$ cat config.mk
export PLATFORM = sky130hd
export DESIGN_NAME = host_mac_auto_flow_control
export DESIGN_NICKNAME = d
export VERILOG_FILES = /design/src/flow_pkg.sv /design/src/jam_timer.sv /design/src/host_mac_auto_flow_control.sv
export VERILOG_INCLUDE_DIRS = /design/src
export SDC_FILE = /design/constraint.sdc
export NUM_CORES = 1
export LEC_CHECK = 0
export BUFFER_PORTS_ARGS = -buffer_cell sky130_fd_sc_hd__buf_2
export CAP_MARGIN = 20
export CORE_MARGIN = 2
export CORE_UTILIZATION = 50
export DETAILED_ROUTE_END_ITERATION = 6
export PLACE_DENSITY_LB_ADDON = 0.1
export REMOVE_ABC_BUFFERS = 1
export SETUP_SLACK_MARGIN = 0.2
export SYNTH_ARGS = -nofsm -noshare
export SYNTH_HDL_FRONTEND = slang
export SYNTH_SLANG_ARGS = --single-unit
$ cat constraint.sdc
create_clock -name REF_CLK_IN -period 48.9 [get_ports REF_CLK_IN]
set_input_delay 4.89 -clock REF_CLK_IN [delete_from_list [all_inputs] [get_ports REF_CLK_IN]]
set_output_delay 4.89 -clock REF_CLK_IN [all_outputs]
set_load 0.1 [all_outputs]
$ cat src/flow_cfg.svh
`ifndef FLOW_CFG_SVH
`define FLOW_CFG_SVH

// ========================================
// Register map
`define AUTO_FLOW_CONFIG_ADDR 12'h0AC
`define AUTO_FLOW_CONFIG_MASK 32'h00FF_FFFF
`define AUTO_FLOW_CONFIG_RESET 24'h00_0000
`define STATUS_ADDR 12'h0B0
// ========================================
// Field positions
`define HI_MSB 23
`define HI_LSB 16
`define LO_MSB 15
`define LO_LSB 8
`define DUR_MSB 7
`define DUR_LSB 4
`define ANY_BIT 0
`define OWN_BIT 1
`define BRD_BIT 2
`define MULT_BIT 3
`define UNIT_SHIFT 6
// ========================================
// Timing: clock period in ns, jam durations in ns
`define CLK_PERIOD_NS 100
`define SLOW_EXTRA_NS 2200
`define DUR_STEP_NS 50000
`define OCC_W 14
`define DUR_CNT_W 13
`endif

$ cat src/flow_pkg.sv
package flow_pkg;
  typedef struct packed {
    logic [7:0] high;
    logic [7:0] low;
    logic [3:0] dur;
    logic mult;
    logic brd;
    logic own;
    logic any;
  } flow_cfg_t;

  typedef struct packed {
    logic valid;
    logic is_mcast;
    logic is_bcast;
    logic is_own;
  } frame_start_t;

  typedef enum logic [3:0] {
    ST_IDLE = 4'b0001,
    ST_PAUSED = 4'b0010,
    ST_RESUME = 4'b0100,
    ST_WAIT = 4'b1000
  } pause_state_t;
endpackage

$ cat src/jam_timer.sv
`timescale 1ns/100ps
`include "flow_cfg.svh"
module jam_timer (
  input wire logic REF_CLK_IN,
  input wire logic RSTN_IN,
  input wire logic START_IN,
  input wire logic [3:0] DUR_IN,
  input wire logic SLOW_IN,
  output logic BUSY_OUT
);
  import flow_pkg::*;

  logic [`DUR_CNT_W-1:0] count;
  logic [`DUR_CNT_W-1:0] next_count;

  // Duration code to cycles; 10 Mb/s adds a fixed tail
  function automatic logic [`DUR_CNT_W-1:0] dur_cycles(
    input logic [3:0] code, input logic slow);
    int ns;
    ns = 0;
    case (code)
      4'h0: ns = 5000;
      4'h1: ns = 10000;
      4'h2: ns = 15000;
      4'h3: ns = 25000;
      default: ns = (int'(code) - 3) * `DUR_STEP_NS;
    endcase
    if (slow) begin
      ns = ns + `SLOW_EXTRA_NS;
    end
    return `DUR_CNT_W'(ns / `CLK_PERIOD_NS);
  endfunction

  // ========================================
  // Countdown of the jam window
  always_comb begin
    next_count = count;
    if (START_IN) begin
      next_count = dur_cycles(DUR_IN, SLOW_IN);
    end else if (count != '0) begin
      next_count = count - `DUR_CNT_W'(1);
    end
  end

  always_ff @(posedge REF_CLK_IN) begin
    if (!RSTN_IN) begin
      count <= '0;
    end else begin
      count <= next_count;
    end
  end

  assign BUSY_OUT = (count != '0);
endmodule

$ cat src/host_mac_auto_flow_control.sv
// Local design decision: the APB slave port.
`timescale 1ns/100ps
`include "flow_cfg.svh"
module host_mac_auto_flow_control (
  input wire logic REF_CLK_IN,
  input wire logic RSTN_IN,
  input wire logic PSEL_IN,
  input wire logic PENABLE_IN,
  input wire logic PWRITE_IN,
  input wire logic [11:0] PADDR_IN,
  input wire logic [31:0] PWDATA_IN,
  output logic [31:0] PRDATA_OUT,
  output logic PREADY_OUT,
  output logic PSLVERR_OUT,
  input wire logic [`OCC_W-1:0] RX_FIFO_USED_IN,
  input wire logic FULL_DUPLEX_IN,
  input wire logic SPEED_10_IN,
  input wire logic TX_ENABLE_IN,
  input wire logic HARDWIRED_FLOW_ENABLE_IN,
  input wire logic [15:0] PAUSE_TIME_VALUE_IN,
  input wire flow_pkg::frame_start_t FRAME_START_IN,
  input wire logic PAUSE_DONE_IN,
  output logic PAUSE_REQ_OUT,
  output logic [15:0] PAUSE_TIME_OUT,
  output logic JAM_OUT,
  output logic HARDWIRED_ABOVE_HIGH_OUT
);
  import flow_pkg::*;

  flow_cfg_t cfg;
  flow_cfg_t next_cfg;
  pause_state_t state;
  pause_state_t next_state;
  logic pause_req;
  logic next_pause_req;
  logic [15:0] pause_time;
  logic [15:0] next_pause_time;
  logic above_high;
  logic below_low;
  logic auto_en;
  logic trigger;
  logic jam_start;
  logic jam_busy;
  logic [31:0] next_prdata;
  logic [31:0] prdata;
  logic hw_above;
  logic next_hw_above;

  // ========================================
  // APB slave
  // Zero wait states keeps the bus model simple; errors flag unmapped words
  assign PREADY_OUT = 1'b1;
  assign PSLVERR_OUT = PSEL_IN && PENABLE_IN &&
    !(PADDR_IN == `AUTO_FLOW_CONFIG_ADDR || PADDR_IN == `STATUS_ADDR);

  // Write decode: only bits 23:0 store, upper bits ignore writes
  always_comb begin
    next_cfg = cfg;
    if (PSEL_IN && PENABLE_IN && PWRITE_IN) begin
      if (PADDR_IN == `AUTO_FLOW_CONFIG_ADDR) begin
        next_cfg = flow_cfg_t'(PWDATA_IN[23:0]);
      end
    end
  end

  // Read mux registered at setup so data stand in the access phase
  always_comb begin
    next_prdata = prdata;
    if (PSEL_IN && !PENABLE_IN && !PWRITE_IN) begin
      if (PADDR_IN == `AUTO_FLOW_CONFIG_ADDR) begin
        next_prdata = {8'h00, cfg};
      end else if (PADDR_IN == `STATUS_ADDR) begin
        next_prdata = {24'h0, state, 1'b0, jam_busy, above_high,
          pause_req};
      end else begin
        next_prdata = 32'h0000_0000;
      end
    end
  end

  always_ff @(posedge REF_CLK_IN) begin
    if (!RSTN_IN) begin
      cfg <= flow_cfg_t'(`AUTO_FLOW_CONFIG_RESET);
      prdata <= 32'h0000_0000;
    end else begin
      cfg <= next_cfg;
      prdata <= next_prdata;
    end
  end

  assign PRDATA_OUT = prdata;

  // ========================================
  // Threshold compare in bytes, evaluated every clock
  assign above_high = RX_FIFO_USED_IN >=
    (`OCC_W'(cfg.high) << `UNIT_SHIFT);
  assign below_low = RX_FIFO_USED_IN <
    (`OCC_W'(cfg.low) << `UNIT_SHIFT);
  assign auto_en = cfg.any | cfg.mult | cfg.brd | cfg.own;

  // Hard-wired flow control sees the same thresholds with hysteresis
  always_comb begin
    next_hw_above = hw_above;
    if (!HARDWIRED_FLOW_ENABLE_IN) begin
      next_hw_above = 1'b0;
    end else if (above_high) begin
      next_hw_above = 1'b1;
    end else if (below_low) begin
      next_hw_above = 1'b0;
    end
  end

  // ========================================
  // Full-duplex pause sequencer
  // One pause on crossing high, one zero pause when below low afterward
  always_comb begin
    next_state = state;
    next_pause_req = pause_req;
    next_pause_time = pause_time;
    case (state)
      ST_IDLE: begin
        // Any-frame bit alone enables full-duplex pause
        if (FULL_DUPLEX_IN && cfg.any && TX_ENABLE_IN &&
            above_high) begin
          next_pause_req = 1'b1;
          next_pause_time = PAUSE_TIME_VALUE_IN;
          next_state = ST_PAUSED;
        end
      end
      ST_PAUSED: begin
        if (!TX_ENABLE_IN) begin
          next_pause_req = 1'b0;
          next_state = ST_IDLE;
        end else if (PAUSE_DONE_IN) begin
          // Pause was sent, now wait for drain
          next_pause_req = 1'b0;
          next_state = ST_WAIT;
        end
      end
      ST_WAIT: begin
        // Stays here while above; no second pause for same episode
        if (!auto_en || !FULL_DUPLEX_IN) begin
          next_state = ST_IDLE;
        end else if (below_low && TX_ENABLE_IN) begin
          next_pause_req = 1'b1;
          next_pause_time = 16'h0000;
          next_state = ST_RESUME;
        end
      end
      ST_RESUME: begin
        if (!TX_ENABLE_IN || PAUSE_DONE_IN) begin
          next_pause_req = 1'b0;
          next_state = ST_IDLE;
        end
      end
      default: begin
        next_pause_req = 1'b0;
        next_state = ST_IDLE;
      end
    endcase
  end

  always_ff @(posedge REF_CLK_IN) begin
    if (!RSTN_IN) begin
      state <= ST_IDLE;
      pause_req <= 1'b0;
      pause_time <= 16'h0000;
      hw_above <= 1'b0;
    end else begin
      state <= next_state;
      pause_req <= next_pause_req;
      pause_time <= next_pause_time;
      hw_above <= next_hw_above;
    end
  end

  // Host side only; the engine MAC has its own flow control
  assign PAUSE_REQ_OUT = pause_req;
  assign PAUSE_TIME_OUT = pause_time;
  assign HARDWIRED_ABOVE_HIGH_OUT = hw_above;

  // ========================================
  // Half-duplex jam trigger
  // Any-frame overrides the per-type bits and ignores the address
  always_comb begin
    if (cfg.any) begin
      trigger = FRAME_START_IN.valid;
    end else begin
      trigger = FRAME_START_IN.valid &&
        ((cfg.mult && FRAME_START_IN.is_mcast) ||
         (cfg.brd && FRAME_START_IN.is_bcast) ||
         (cfg.own && FRAME_START_IN.is_own));
    end
  end

  // Duration only used in half duplex
  assign jam_start = !FULL_DUPLEX_IN && TX_ENABLE_IN && above_high &&
    trigger;

  jam_timer u_jam_timer (
    .REF_CLK_IN(REF_CLK_IN),
    .RSTN_IN(RSTN_IN),
    .START_IN(jam_start),
    .DUR_IN(cfg.dur),
    .SLOW_IN(SPEED_10_IN),
    .BUSY_OUT(jam_busy)
  );

  // Jam drops at once if the transmitter goes off
  assign JAM_OUT = jam_busy && TX_ENABLE_IN && !FULL_DUPLEX_IN;
endmodule

==> run_results.csv, run 1 <==
group,metric,value,unit
run_status,status,"completed",
floorplanning,rows,55,
floorplanning,die_area,24400,µm²
cts,clk_pin_slew_worst_paths,0.06,ns
sta,final_hold_viol_count,0,
setup_path,cp.arrival,21.07,ns
grt,gr-total-overflow,0,
cts,cts-hold-fix-buffers,0,
setup_path,cpMaxStageDelayCell,"nor4_2",
grt,grt_pass1_wl,56600,µm
sta,worst_pin_slew,0.977,ns
setup_path,end_kind,"register",
grt,track_usage,27.6,%
cts,cts_sinks,83,
setup_path,critical_path_class,"in2reg",
floorplanning,fp.dieW,156,µm
yosys,synth_area_leaders,"dfxtp_1, a21oi_1, nand2_1",
final_layout,synthToLayoutAreaGrowth,8.22,%
grt,antenna_found_initial,1,
setup_path,required,49.17,ns
drt,dr.first_iter.drc_count,1103,
sta,period_minus_slack,20.80,ns
sta,fin_skew,0.00364,ns
drt,wl,35000,µm
cts,clk_latency,0.34,ns
setup_path,r2r_end,"u_jam_timer.count[0]",
yosys,async_reset_ff_share,0,%
yosys,synth_cells,1634,
power_and_ir_drop,power_density,27.6,nW/µm²
yosys,synth_cell_type_count,120,
drt,wire_per_inst,17.7,µm
drt,postRouteAntennaNets,0,
yosys,synth_seq_cells,83,
placement,dp_hpwl,26600,µm
power_and_ir_drop,leakagePower,4.67,nW
yosys,yosysTopAreaCell,"dfxtp_1",
final_layout,stdcell_area,12600,µm²
final_layout,fin_util,55.3,%
yosys,synth.avg_cell_area,7.10,µm²
drt,drtPass1Iterations,6,
sta,fmax,48.1,MHz
job,cap_violations,0,
sta,setup-violations-final,0,
setup_path,ff2ff_path_depth,53,
grt,grt_pass1_vias,11521,
placement,place_congestion,0.896,
setup_path,rrSetupSlack,28.73,ns
placement,placed_area,12200,µm²
final_layout,drive_above_1_share,13.8,%
floorplanning,initial_utilization,51.1,%
floorplanning,core,22700,µm²
yosys,synth_top_area_share,14.3,%
sta,post-route-period-util,42.5,%
sta,slew_violations,0,
drt,drc,0,
cts,cts_root_buf,"clkbuf_16",
min_path,whs_endpoint,"PRDATA_OUT[16]",
cts,cts_max_path_buffers,2,
sta,holdWs,0.445,ns
yosys,ys_warn_count,0,
min_path,hold_depth,2,
yosys,synthFlopType,"dfxtp_1",
setup_path,slowest_delay,0.86,ns
yosys,seq_area_frac_synth,14.3,%
min_path,hold_class,"reg2reg",
cts,cts_setup_buffers,0,
drt,vias,12889,
floorplanning,dieHeight,156,µm
power_and_ir_drop,vdd_drop_max,0.0405,mV
min_path,min_from,"PRDATA_OUT[16]",
cts,h-tree-depth,3,
sta,tns,0,ns
floorplanning,ioPinCount,141,
sta,rsz0062_at_grt,"no",
final_layout,final_nets,1840,
final_layout,n_antenna_cell,0,
cts,cts_tree,"yes",
cts,ctsResizeCount,0,
setup_path,crit_fanout,13,
cts,numCtsBuffers,9,
setup_path,timing.rr.start,"cfg[7]",
yosys,synth_area,11600,µm²
setup_path,start_kind,"input port",
grt,grt_max_degree,63,
drt,via_per_inst,6.50,
yosys,synth_edf_count,0,
sta,slew_headroom,34.3,%
setup_path,crit_top_cell,"nor3_2",
placement,io_buffers,123,
## per-stage QoR
| stage | std cells | setup WS (ns) | power [mW] |
|---|---|---|---|
| floorplan | 1548 | 30.47 | 0.238 |
| global placement | 1966 | 28.22 | 0.275 |
| detailed placement | 1966 | 28.14 | 0.277 |
| CTS | 1981 | 28.39 | 0.345 |
| global route | 1983 | 27.11 | 0.368 |
| finish | 1983 | 28.10 | 0.347 |
## worst max-delay path: cells and delay by family
family	cells	cell delay, ns
xor+xnor	2	0.47
fa+ha+maj	1	0.24
compound gates	25	8.20
simple gates	13	6.00
buf+inv	2	0.31
mux	2	0.91
## layout by cell type, fill, tap and decap left out, types with 8 or more instances in the layout
master | Yosys | routed
a211o_1 | 8 | 8
a211oi_1 | 35 | 35
a21o_1 | 13 | 13
a21oi_1 | 141 | 141
a221oi_1 | 11 | 11
a22oi_1 | 9 | 9
a31oi_1 | 24 | 24
and2_1 | 14 | 14
and3_1 | 15 | 15
and4_1 | 9 | 9
buf_2 | 18 | 123
buf_4 | 14 | 10
clkbuf_16 | 0 | 9
conb_1 | 2 | 9
dfxtp_1 | 83 | 83
ha_1 | 51 | 51
inv_1 | 54 | 54
mux2i_1 | 24 | 24
nand2_1 | 184 | 184
nand2b_1 | 23 | 23
nand3_1 | 82 | 82
nand4_1 | 21 | 21
nor2_1 | 144 | 144
nor2b_1 | 13 | 13
nor3_1 | 70 | 69
nor4_1 | 18 | 18
o211ai_1 | 25 | 25
o21a_1 | 13 | 13
o21ai_0 | 55 | 55
o21ai_1 | 14 | 14
o22ai_1 | 12 | 12
o31a_1 | 11 | 11
o31ai_1 | 17 | 17
or2_1 | 11 | 11
or2_2 | 10 | 10
or3_1 | 21 | 21
or4_1 | 11 | 11
xnor2_1 | 60 | 60
xor2_1 | 21 | 21
## cell type report
class	instances	area [µm²]
flip-flops and latches	83	1660
fillers	2242	10200
clock inverters	2	35.0
clock buffers	13	260
inverters	56	210
multi-input cells	1409	9320
repair buffers	135	707
well taps	285	357
## metal layers
metal	part of all wire, %	GRT usage [%]	routed length [µm]	vias up
met1	46	39.0	16300	6059
met2	45	44.2	15600	491
met5	0.037	0	13	-
met3	7.1	3.90	2490	57
li1	-	-	-	6280
met4	1.8	6.55	621	2
## synth_stat cells, types with 12 or more instances
cell type  count
o21a_1        13
and2_1        14
nand3_1       82
o21ai_0       55
mux2i_1       24
nand2b_1      23
nor3_1        70
nor2b_1       13
ha_1          51
a211oi_1      35
nor4_1        18
clkbuf_1      54
xor2_1        21
buf_4         14
nand4_1       21
and3_1        15
nor2_1       144
o21ai_1       14
buf_2         18
a21oi_1      141
o22ai_1       12
inv_1         54
dfxtp_1       83
o31ai_1       17
a31oi_1       24
nand2_1      184
or3_1         21
o211ai_1      25
a21o_1        13
xnor2_1       60
## worst max-delay path by stage
stage	endpoint	from
after floorplan	u_jam_timer.count[0]	SPEED_10_IN
after global placement	u_jam_timer.count[0]	SPEED_10_IN
after detailed placement	u_jam_timer.count[0]	SPEED_10_IN
after CTS	u_jam_timer.count[0]	SPEED_10_IN
after global routing	u_jam_timer.count[0]	SPEED_10_IN
final	u_jam_timer.count[0]	SPEED_10_IN
## registers in the layout, summed over array words and instances, names as in the netlist
signal,count
PRDATA_OUT,24
cfg,24
PAUSE_TIME_OUT,16
u_jam_timer.count,13
state,4
HARDWIRED_ABOVE_HIGH_OUT,1
PAUSE_REQ_OUT,1
## logic make-up (layout without fill, tap and decap cells)
group | after synthesis | count (layout) | share of synthesized area, %
xor gates and xnor gates | 83 | 83 | 6.49
DFF | 83 | 83 | 14.3
and+or+nand+nor | 701 | 701 | 31.1
muxes | 33 | 33 | 2.97
buffers and inverters | 149 | 206 | 5.67
other | 2 | 9 | 0.0647
adders and majority gates | 63 | 63 | 7.14
AOI/OAI and AO/OA | 520 | 520 | 32.2
## power by group
part	leakage, nW	total, mW	internal (mW)	switching (mW)
clock network	0.146	0.0676	0.0420	0.0257
logic	3.85	0.194	0.0602	0.134
registers	0.674	0.0851	0.0777	0.00734
(Power assumes the default switching activity.)
==> run 2, diff against run 1 <==
- ABC_AREA: default -> 1
- clock period: 48.9 -> 21.3 ns (I/O delays scaled with it)
==> run 2 against run 1 <==
Final area up 11%. Register-to-register slack lost 21 ns. Setup slack got worse by 21 ns. Clock skew increased by 0.0034 ns. Synthesized cell count up 19%. Synthesized area increased by 11%. Sequential power up 130%. Total power rose to 2.9 times the previous value. Highest routed layer unchanged. First-iteration DRC count fell by 38%. Critical path type is now reg2reg. Clock-buffer cell count fell by 2. Routed wire length is 12% lower.
==> run_results.csv, run 2 <==
group,metric,value,unit
cts,cts_sinks,83,
yosys,ys_warn_count,0,
cts,clk_latency,0.34,ns
grt,grt_pass1_vias,11293,
setup_path,crit_fanout,15,
cts,clk_pin_slew_worst_paths,0.06,ns
floorplanning,core,25200,µm²
setup_path,required,21.52,ns
drt,wire_per_inst,13.0,µm
drt,postRouteAntennaNets,0,
final_layout,synthToLayoutAreaGrowth,9.00,%
grt,track_usage,23.2,%
floorplanning,die_area,26900,µm²
cts,numCtsBuffers,9,
placement,place_congestion,0.857,
setup_path,critical_path_class,"reg2reg",
yosys,seq_area_frac_synth,13.0,%
final_layout,n_antenna_cell,0,
drt,drc,0,
sta,final_hold_viol_count,0,
power_and_ir_drop,power,1.01,mW
floorplanning,fp.dieW,164,µm
sta,tns,0,ns
yosys,yosysMostFrequentCell,"nand2_1",
cts,cts_setup_buffers,0,
placement,pre_cts_ws,7.58,ns
cts,cts_tree,"yes",
drt,dr.first_iter.drc_count,685,
power_and_ir_drop,leakagePower,7.41,nW
sta,worst_pin_slew,0.767,ns
yosys,synth_top_area_share,13.0,%
run_status,status,"completed",
yosys,yosysTopAreaCell,"dfxtp_1",
floorplanning,initial_utilization,50.9,%
yosys,synth_edf_count,0,
grt,grt_max_degree,49,
yosys,async_reset_ff_share,0,%
grt,gr-total-overflow,0,
sta,fin_skew,0.00699,ns
yosys,synth_area,12800,µm²
drt,wl,30900,µm
final_layout,final-instance-count-excl-fill,2384,
final_layout,final_common_cell,"nand2_1",
yosys,synthFlopType,"dfxtp_1",
cts,cts_max_path_buffers,2,
cts,cts_root_buf,"clkbuf_16",
setup_path,end_kind,"register",
final_layout,fin_util,55.5,%
yosys,synth.avg_cell_area,6.59,µm²
yosys,synth_area_leaders,"dfxtp_1, nand2_1, inv_1",
cts,ctsResizeCount,0,
floorplanning,dieHeight,164,µm
sta,rsz0062_at_grt,"no",
drt,via_per_inst,5.15,
power_and_ir_drop,vdd_drop_max,0.0504,mV
power_and_ir_drop,power_density,72.5,nW/µm²
final_layout,drive_above_1_share,26.7,%
yosys,yosys-top-cells-count,"nand2_1, inv_1, nand3_1",
sta,setup-violations-final,0,
yosys,synth_cell_type_count,66,
setup_path,start_kind,"register",
sta,slew_violations,0,
min_path,hold_class,"reg2reg",
grt,antenna_found_initial,1,
floorplanning,ioPinCount,141,
floorplanning,rows,58,
setup_path,slowest_delay,0.48,ns
placement,dp_hpwl,25500,µm
placement,dp_cells,2367,
placement,io_buffers,123,
yosys,synth_seq_cells,83,
final_layout,final_nets,2195,
sta,slew_headroom,48.8,%
yosys,synth_cells,1945,
sta,setup_ws,7.54,ns
job,cap_violations,0,
sta,fmax,72.7,MHz
cts,h-tree-depth,3,
drt,vias,12274,
sta,period_minus_slack,13.76,ns
sta,post-route-period-util,64.6,%
grt,grt_pass1_wl,52600,µm
setup_path,cpMaxStageDelayCell,"nor2_2",
cts,cts-hold-fix-buffers,0,
drt,drtPass1Iterations,5,
final_layout,layout_common_cells,"nand2_1, inv_1, nand3_1",
setup_path,cp.arrival,13.98,ns
[run 2: cell count changes in the layout (fill, tap and decap cells not counted), sizes merged, moves of 20 or more]
cell / change
inv: +243
a21oi: -53
nand2: +415
or3: -20
nand4: +71
nand2b: -23
nor2: +72
xnor2: -54
nor3: -62
mux2i: -25
nand3: +155
a31oi: -24
[run 2: per-stage QoR]
stage | hold slack (ns) | cell area [µm²]
2_1_floorplan | 0.438 | 12500
3_3_place_gp | 0.446 | 13600
3_5_place_dp | 0.451 | 13600
4_1_cts | 0.462 | 14000
5_1_grt | 0.474 | 14000
6_report | 0.459 | 14000
[run 2: final cells by class]
type	instances	area, µm²
clock buffer	11	253
clock inverter	5	85.1
fill	2578	11200
inverter	308	1180
multi-input combinational	1517	9720
sequential	83	1660
tap	330	413
timing repair buffer	130	668
[run 2: cells by family after synthesis]
family                   after synthesis  share of synthesized area (%)
multiplexers                           1                         0.0878
other                                  2                         0.0586
AND/OR/NAND/NOR                     1191                           55.9
adder cells (fa/ha/maj)               58                           6.07
buffers and inverters                352                           11.5
flip-flops                            83                           13.0
AO/OA/AOI/OAI                        218                           10.7
XOR/XNOR                              40                           2.73
[run 2: critical path, delay by kind of cell (launching register included)]
kind | cells | cell delay [ns]
AO/OA/AOI/OAI | 3 | 0.51
adder cells (fa/ha/maj) | 6 | 1.86
buffers and inverters | 5 | 0.60
flip-flops | 1 | 0.37
AND/OR/NAND/NOR | 73 | 10.29
[run 2: power breakdown]
group	leakage, nW	switching (mW)	internal, mW
registers	0.677	0.0135	0.179
logic	6.57	0.462	0.184
clock network	0.162	0.0643	0.109
total	7.41	0.540	0.473
[run 2: path summary, 6_finish.rpt]
check | from | end | slack, ns | cells past startpoint
worst max-delay path | cfg[6] | u_jam_timer.count[0] | 7.54 | 87
worst min-delay path | cfg[21] | PRDATA_OUT[21] | 0.46 | 2
worst max register to register | cfg[6] | u_jam_timer.count[0] | 7.54 | 87
worst min register to register | cfg[21] | PRDATA_OUT[21] | 0.46 | 2
[run 2: per-layer routing]
layer,wire length [µm],track usage (%),part of all wire (%),vias to the layer above
li1,-,-,-,6548
met1,15000,31.3,48,5533
met2,14600,39.8,47,153
met3,746,2.55,2.4,38
met4,590,4.67,1.9,2
met5,13,0,0.042,-
==> run 3, diff against run 2 <==
- clock period: 21.3 -> 13.3 ns (I/O delays scaled with it)
==> run 3 against run 2 <==
Core utilization increased by 9.3 points. Critical path depth is 7 higher. Combinational power increased by 92%. Clock-buffer cell count down 2. Sequential power is 60% higher. Fmax rose by 7.9%. Final cell count increased by 7.4%. Via count rose by 9.1%. Die area unchanged. Critical path type unchanged.
==> run_results.csv, run 3 (synthesized netlist as in run 2, its figures left out) <==
group,metric,value,unit
power_and_ir_drop,vdd_drop_max,0.0997,mV
floorplanning,initial_utilization,50.9,%
sta,fin_skew,0.0107,ns
floorplanning,dieHeight,164,µm
setup_path,crit_top_cell,"nand2_4",
setup_path,critical_path_class,"reg2reg",
drt,drc,0,
grt,antenna_found_initial,0,
floorplanning,die_area,26900,µm²
drt,via_per_inst,5.23,
power_and_ir_drop,power_switching,0.956,mW
floorplanning,ioPinCount,141,
sta,setup-violations-final,0,
placement,dp_hpwl,26300,µm
placement,placed_area,14000,µm²
placement,dp_cells,2416,
final_layout,num-fill-cells,2286,
min_path,whs_endpoint,"PAUSE_TIME_OUT[0]",
setup_path,rrSetupSlack,0.55,ns
grt,grt_max_degree,49,
placement,io_buffers,123,
sta,final_hold_viol_count,0,
floorplanning,rows,58,
placement,place_congestion,0.881,
floorplanning,core,25200,µm²
run_status,status,"completed",
setup_path,r2r_end,"u_jam_timer.count[0]",
cts,h-tree-depth,3,
drt,wl,35400,µm
sta,fmax,78.4,MHz
setup_path,timing.rr.start,"cfg[4]",
min_path,hold_depth,2,
final_layout,n_antenna_cell,0,
setup_path,crit_family,"simple AND/OR/NAND/NOR gates",
final_layout,final-instance-count-excl-fill,2561,
setup_path,worstSetupPathDepth,94,
power_and_ir_drop,leakagePower,8.42,nW
sta,slew_headroom,46.1,%
drt,wire_per_inst,13.8,µm
sta,holdWs,0.459,ns
grt,grt_pass1_wl,53600,µm
sta,period_minus_slack,12.75,ns
drt,postRouteAntennaNets,0,
power_and_ir_drop,clkPwrFrac,13.0,%
setup_path,start_kind,"register",
setup_path,cp.arrival,12.98,ns
cts,numCtsBuffers,9,
drt,vias,13394,
job,cap_violations,0,
cts,cts_tree,"yes",
final_layout,regArea,1670,µm²
final_layout,stdcell_area,16300,µm²
drt,dr.first_iter.drc_count,721,
min_path,min_from,"PAUSE_TIME_OUT[0]",
final_layout,synthToLayoutAreaGrowth,27.2,%
power_and_ir_drop,seqPwrFrac,17.3,%
setup_path,end_kind,"register",
power_and_ir_drop,power_density,109,nW/µm²
grt,grt_pass1_vias,11498,
final_layout,fin_util,64.8,%
cts,cts_max_path_buffers,2,
power_and_ir_drop,p_int,0.825,mW
setup_path,required,13.52,ns
cts,clk_latency,0.34,ns
grt,track_usage,23.5,%
sta,rsz0062_at_grt,"yes",
drt,drtPass1Iterations,5,
final_layout,final_common_cell,"nand2_1",
power_and_ir_drop,switching_share,53.7,%
sta,tns,0,ns
power_and_ir_drop,combinationalPowerShare,69.7,%
final_layout,drive_above_1_share,38.3,%
grt,gr-total-overflow,0,
setup_path,cp_num_buf_inv,17,
setup_path,ff2ff_path_depth,94,
cts,clk_pin_slew_worst_paths,0.06,ns
cts,cts_sinks,83,
cts,cts_root_buf,"clkbuf_16",
final_layout,layout_common_cells,"nand2_1, inv_1, buf_4",
floorplanning,fp.dieW,164,µm
final_layout,multi_input_area,10700,µm²
sta,worst_pin_slew,0.805,ns
setup_path,crit_fanout,7,
sta,slew_violations,0,
min_path,hold_class,"reg2reg",
sta,post-route-period-util,95.9,%
final_layout,final_nets,2372,
setup_path,slowest_delay,0.55,ns
setup_path,cpMaxStageDelayCell,"fa_2",
-- run 3: changes by cell type in the layout (fill, tap and decap cells not counted), moves of 11 or more --
cell,delta
nor2_1,-23
inv_1,-15
nand3_1,-24
nand2_2,+19
buf_4,+155
inv_2,+12
nor2_4,+20
nand3_2,+11
nand2_4,+13
nand2_1,-37
nand3_4,+15
-- run 3: power groups by stage --
stage | Sequential (mW) | Combinational [mW] | Clock (mW)
floorplan | 0.472 | 0.682 | 0
global placement | 0.312 | 1.07 | 0
detailed placement | 0.313 | 1.08 | 0
CTS | 0.308 | 1.09 | 0.236
global route | 0.312 | 1.35 | 0.246
finish | 0.308 | 1.24 | 0.232
-- run 3: how the worst max path moves through the flow --
stage / startpoint / end / slack, ns
floorplan: cfg[4] / u_jam_timer.count[0] / 1.72
global placement: cfg[4] / u_jam_timer.count[0] / 0.30
detailed placement: cfg[4] / u_jam_timer.count[0] / 0.06
CTS: cfg[5] / u_jam_timer.count[0] / 0.20
global route: cfg[7] / u_jam_timer.count[0] / -0.20
finish: cfg[4] / u_jam_timer.count[0] / 0.55
-- run 3: per-layer routing --
layer,GRT usage (%),routed length (µm),up-vias
li1,-,-,6919
met1,31.7,15900,6195
met2,40.9,17800,243
met3,2.65,1180,37
met4,3.71,490,0
met5,0,0,-
-- run 3: repair_timing --
action / in CTS / in global routing
hold buffers: 0 / 0
pin swaps: 2 / 176
setup buffers: 3 / 117
cloned: 0 / 8
gates resized for setup: 6 / 227
setup endpoints to repair: 1 / 2
-- run 3: worst reg2reg max path: cells and delay by family, from the launching register on --
family,cells,cell delay (ns)
and+or+nand+nor,64,7.72
buffers and inverters,17,1.49
AOI/OAI and AO/OA,7,1.17
adders and majority gates,5,1.70
xor gates and xnor gates,1,0.18
DFF,1,0.37
-- run 3: through the flow --
step	power (mW)	setup WS [ns]
3_3_place_gp	1.38	0.296
2_1_floorplan	1.15	1.72
4_1_cts	1.64	0.204
3_5_place_dp	1.40	0.0586
5_1_grt	1.91	-0.200
6_report	1.78	0.546
-- run 3: area by class of cell --
class	count	area share [%]
Sequential cell	83	10.2
Clock buffer	9	1.38
Inverter	308	7.31
Multi-Input combinational cell	1525	65.8
Tap cell	330	2.53
Clock inverter	7	0.307
Timing Repair Buffer	299	12.5
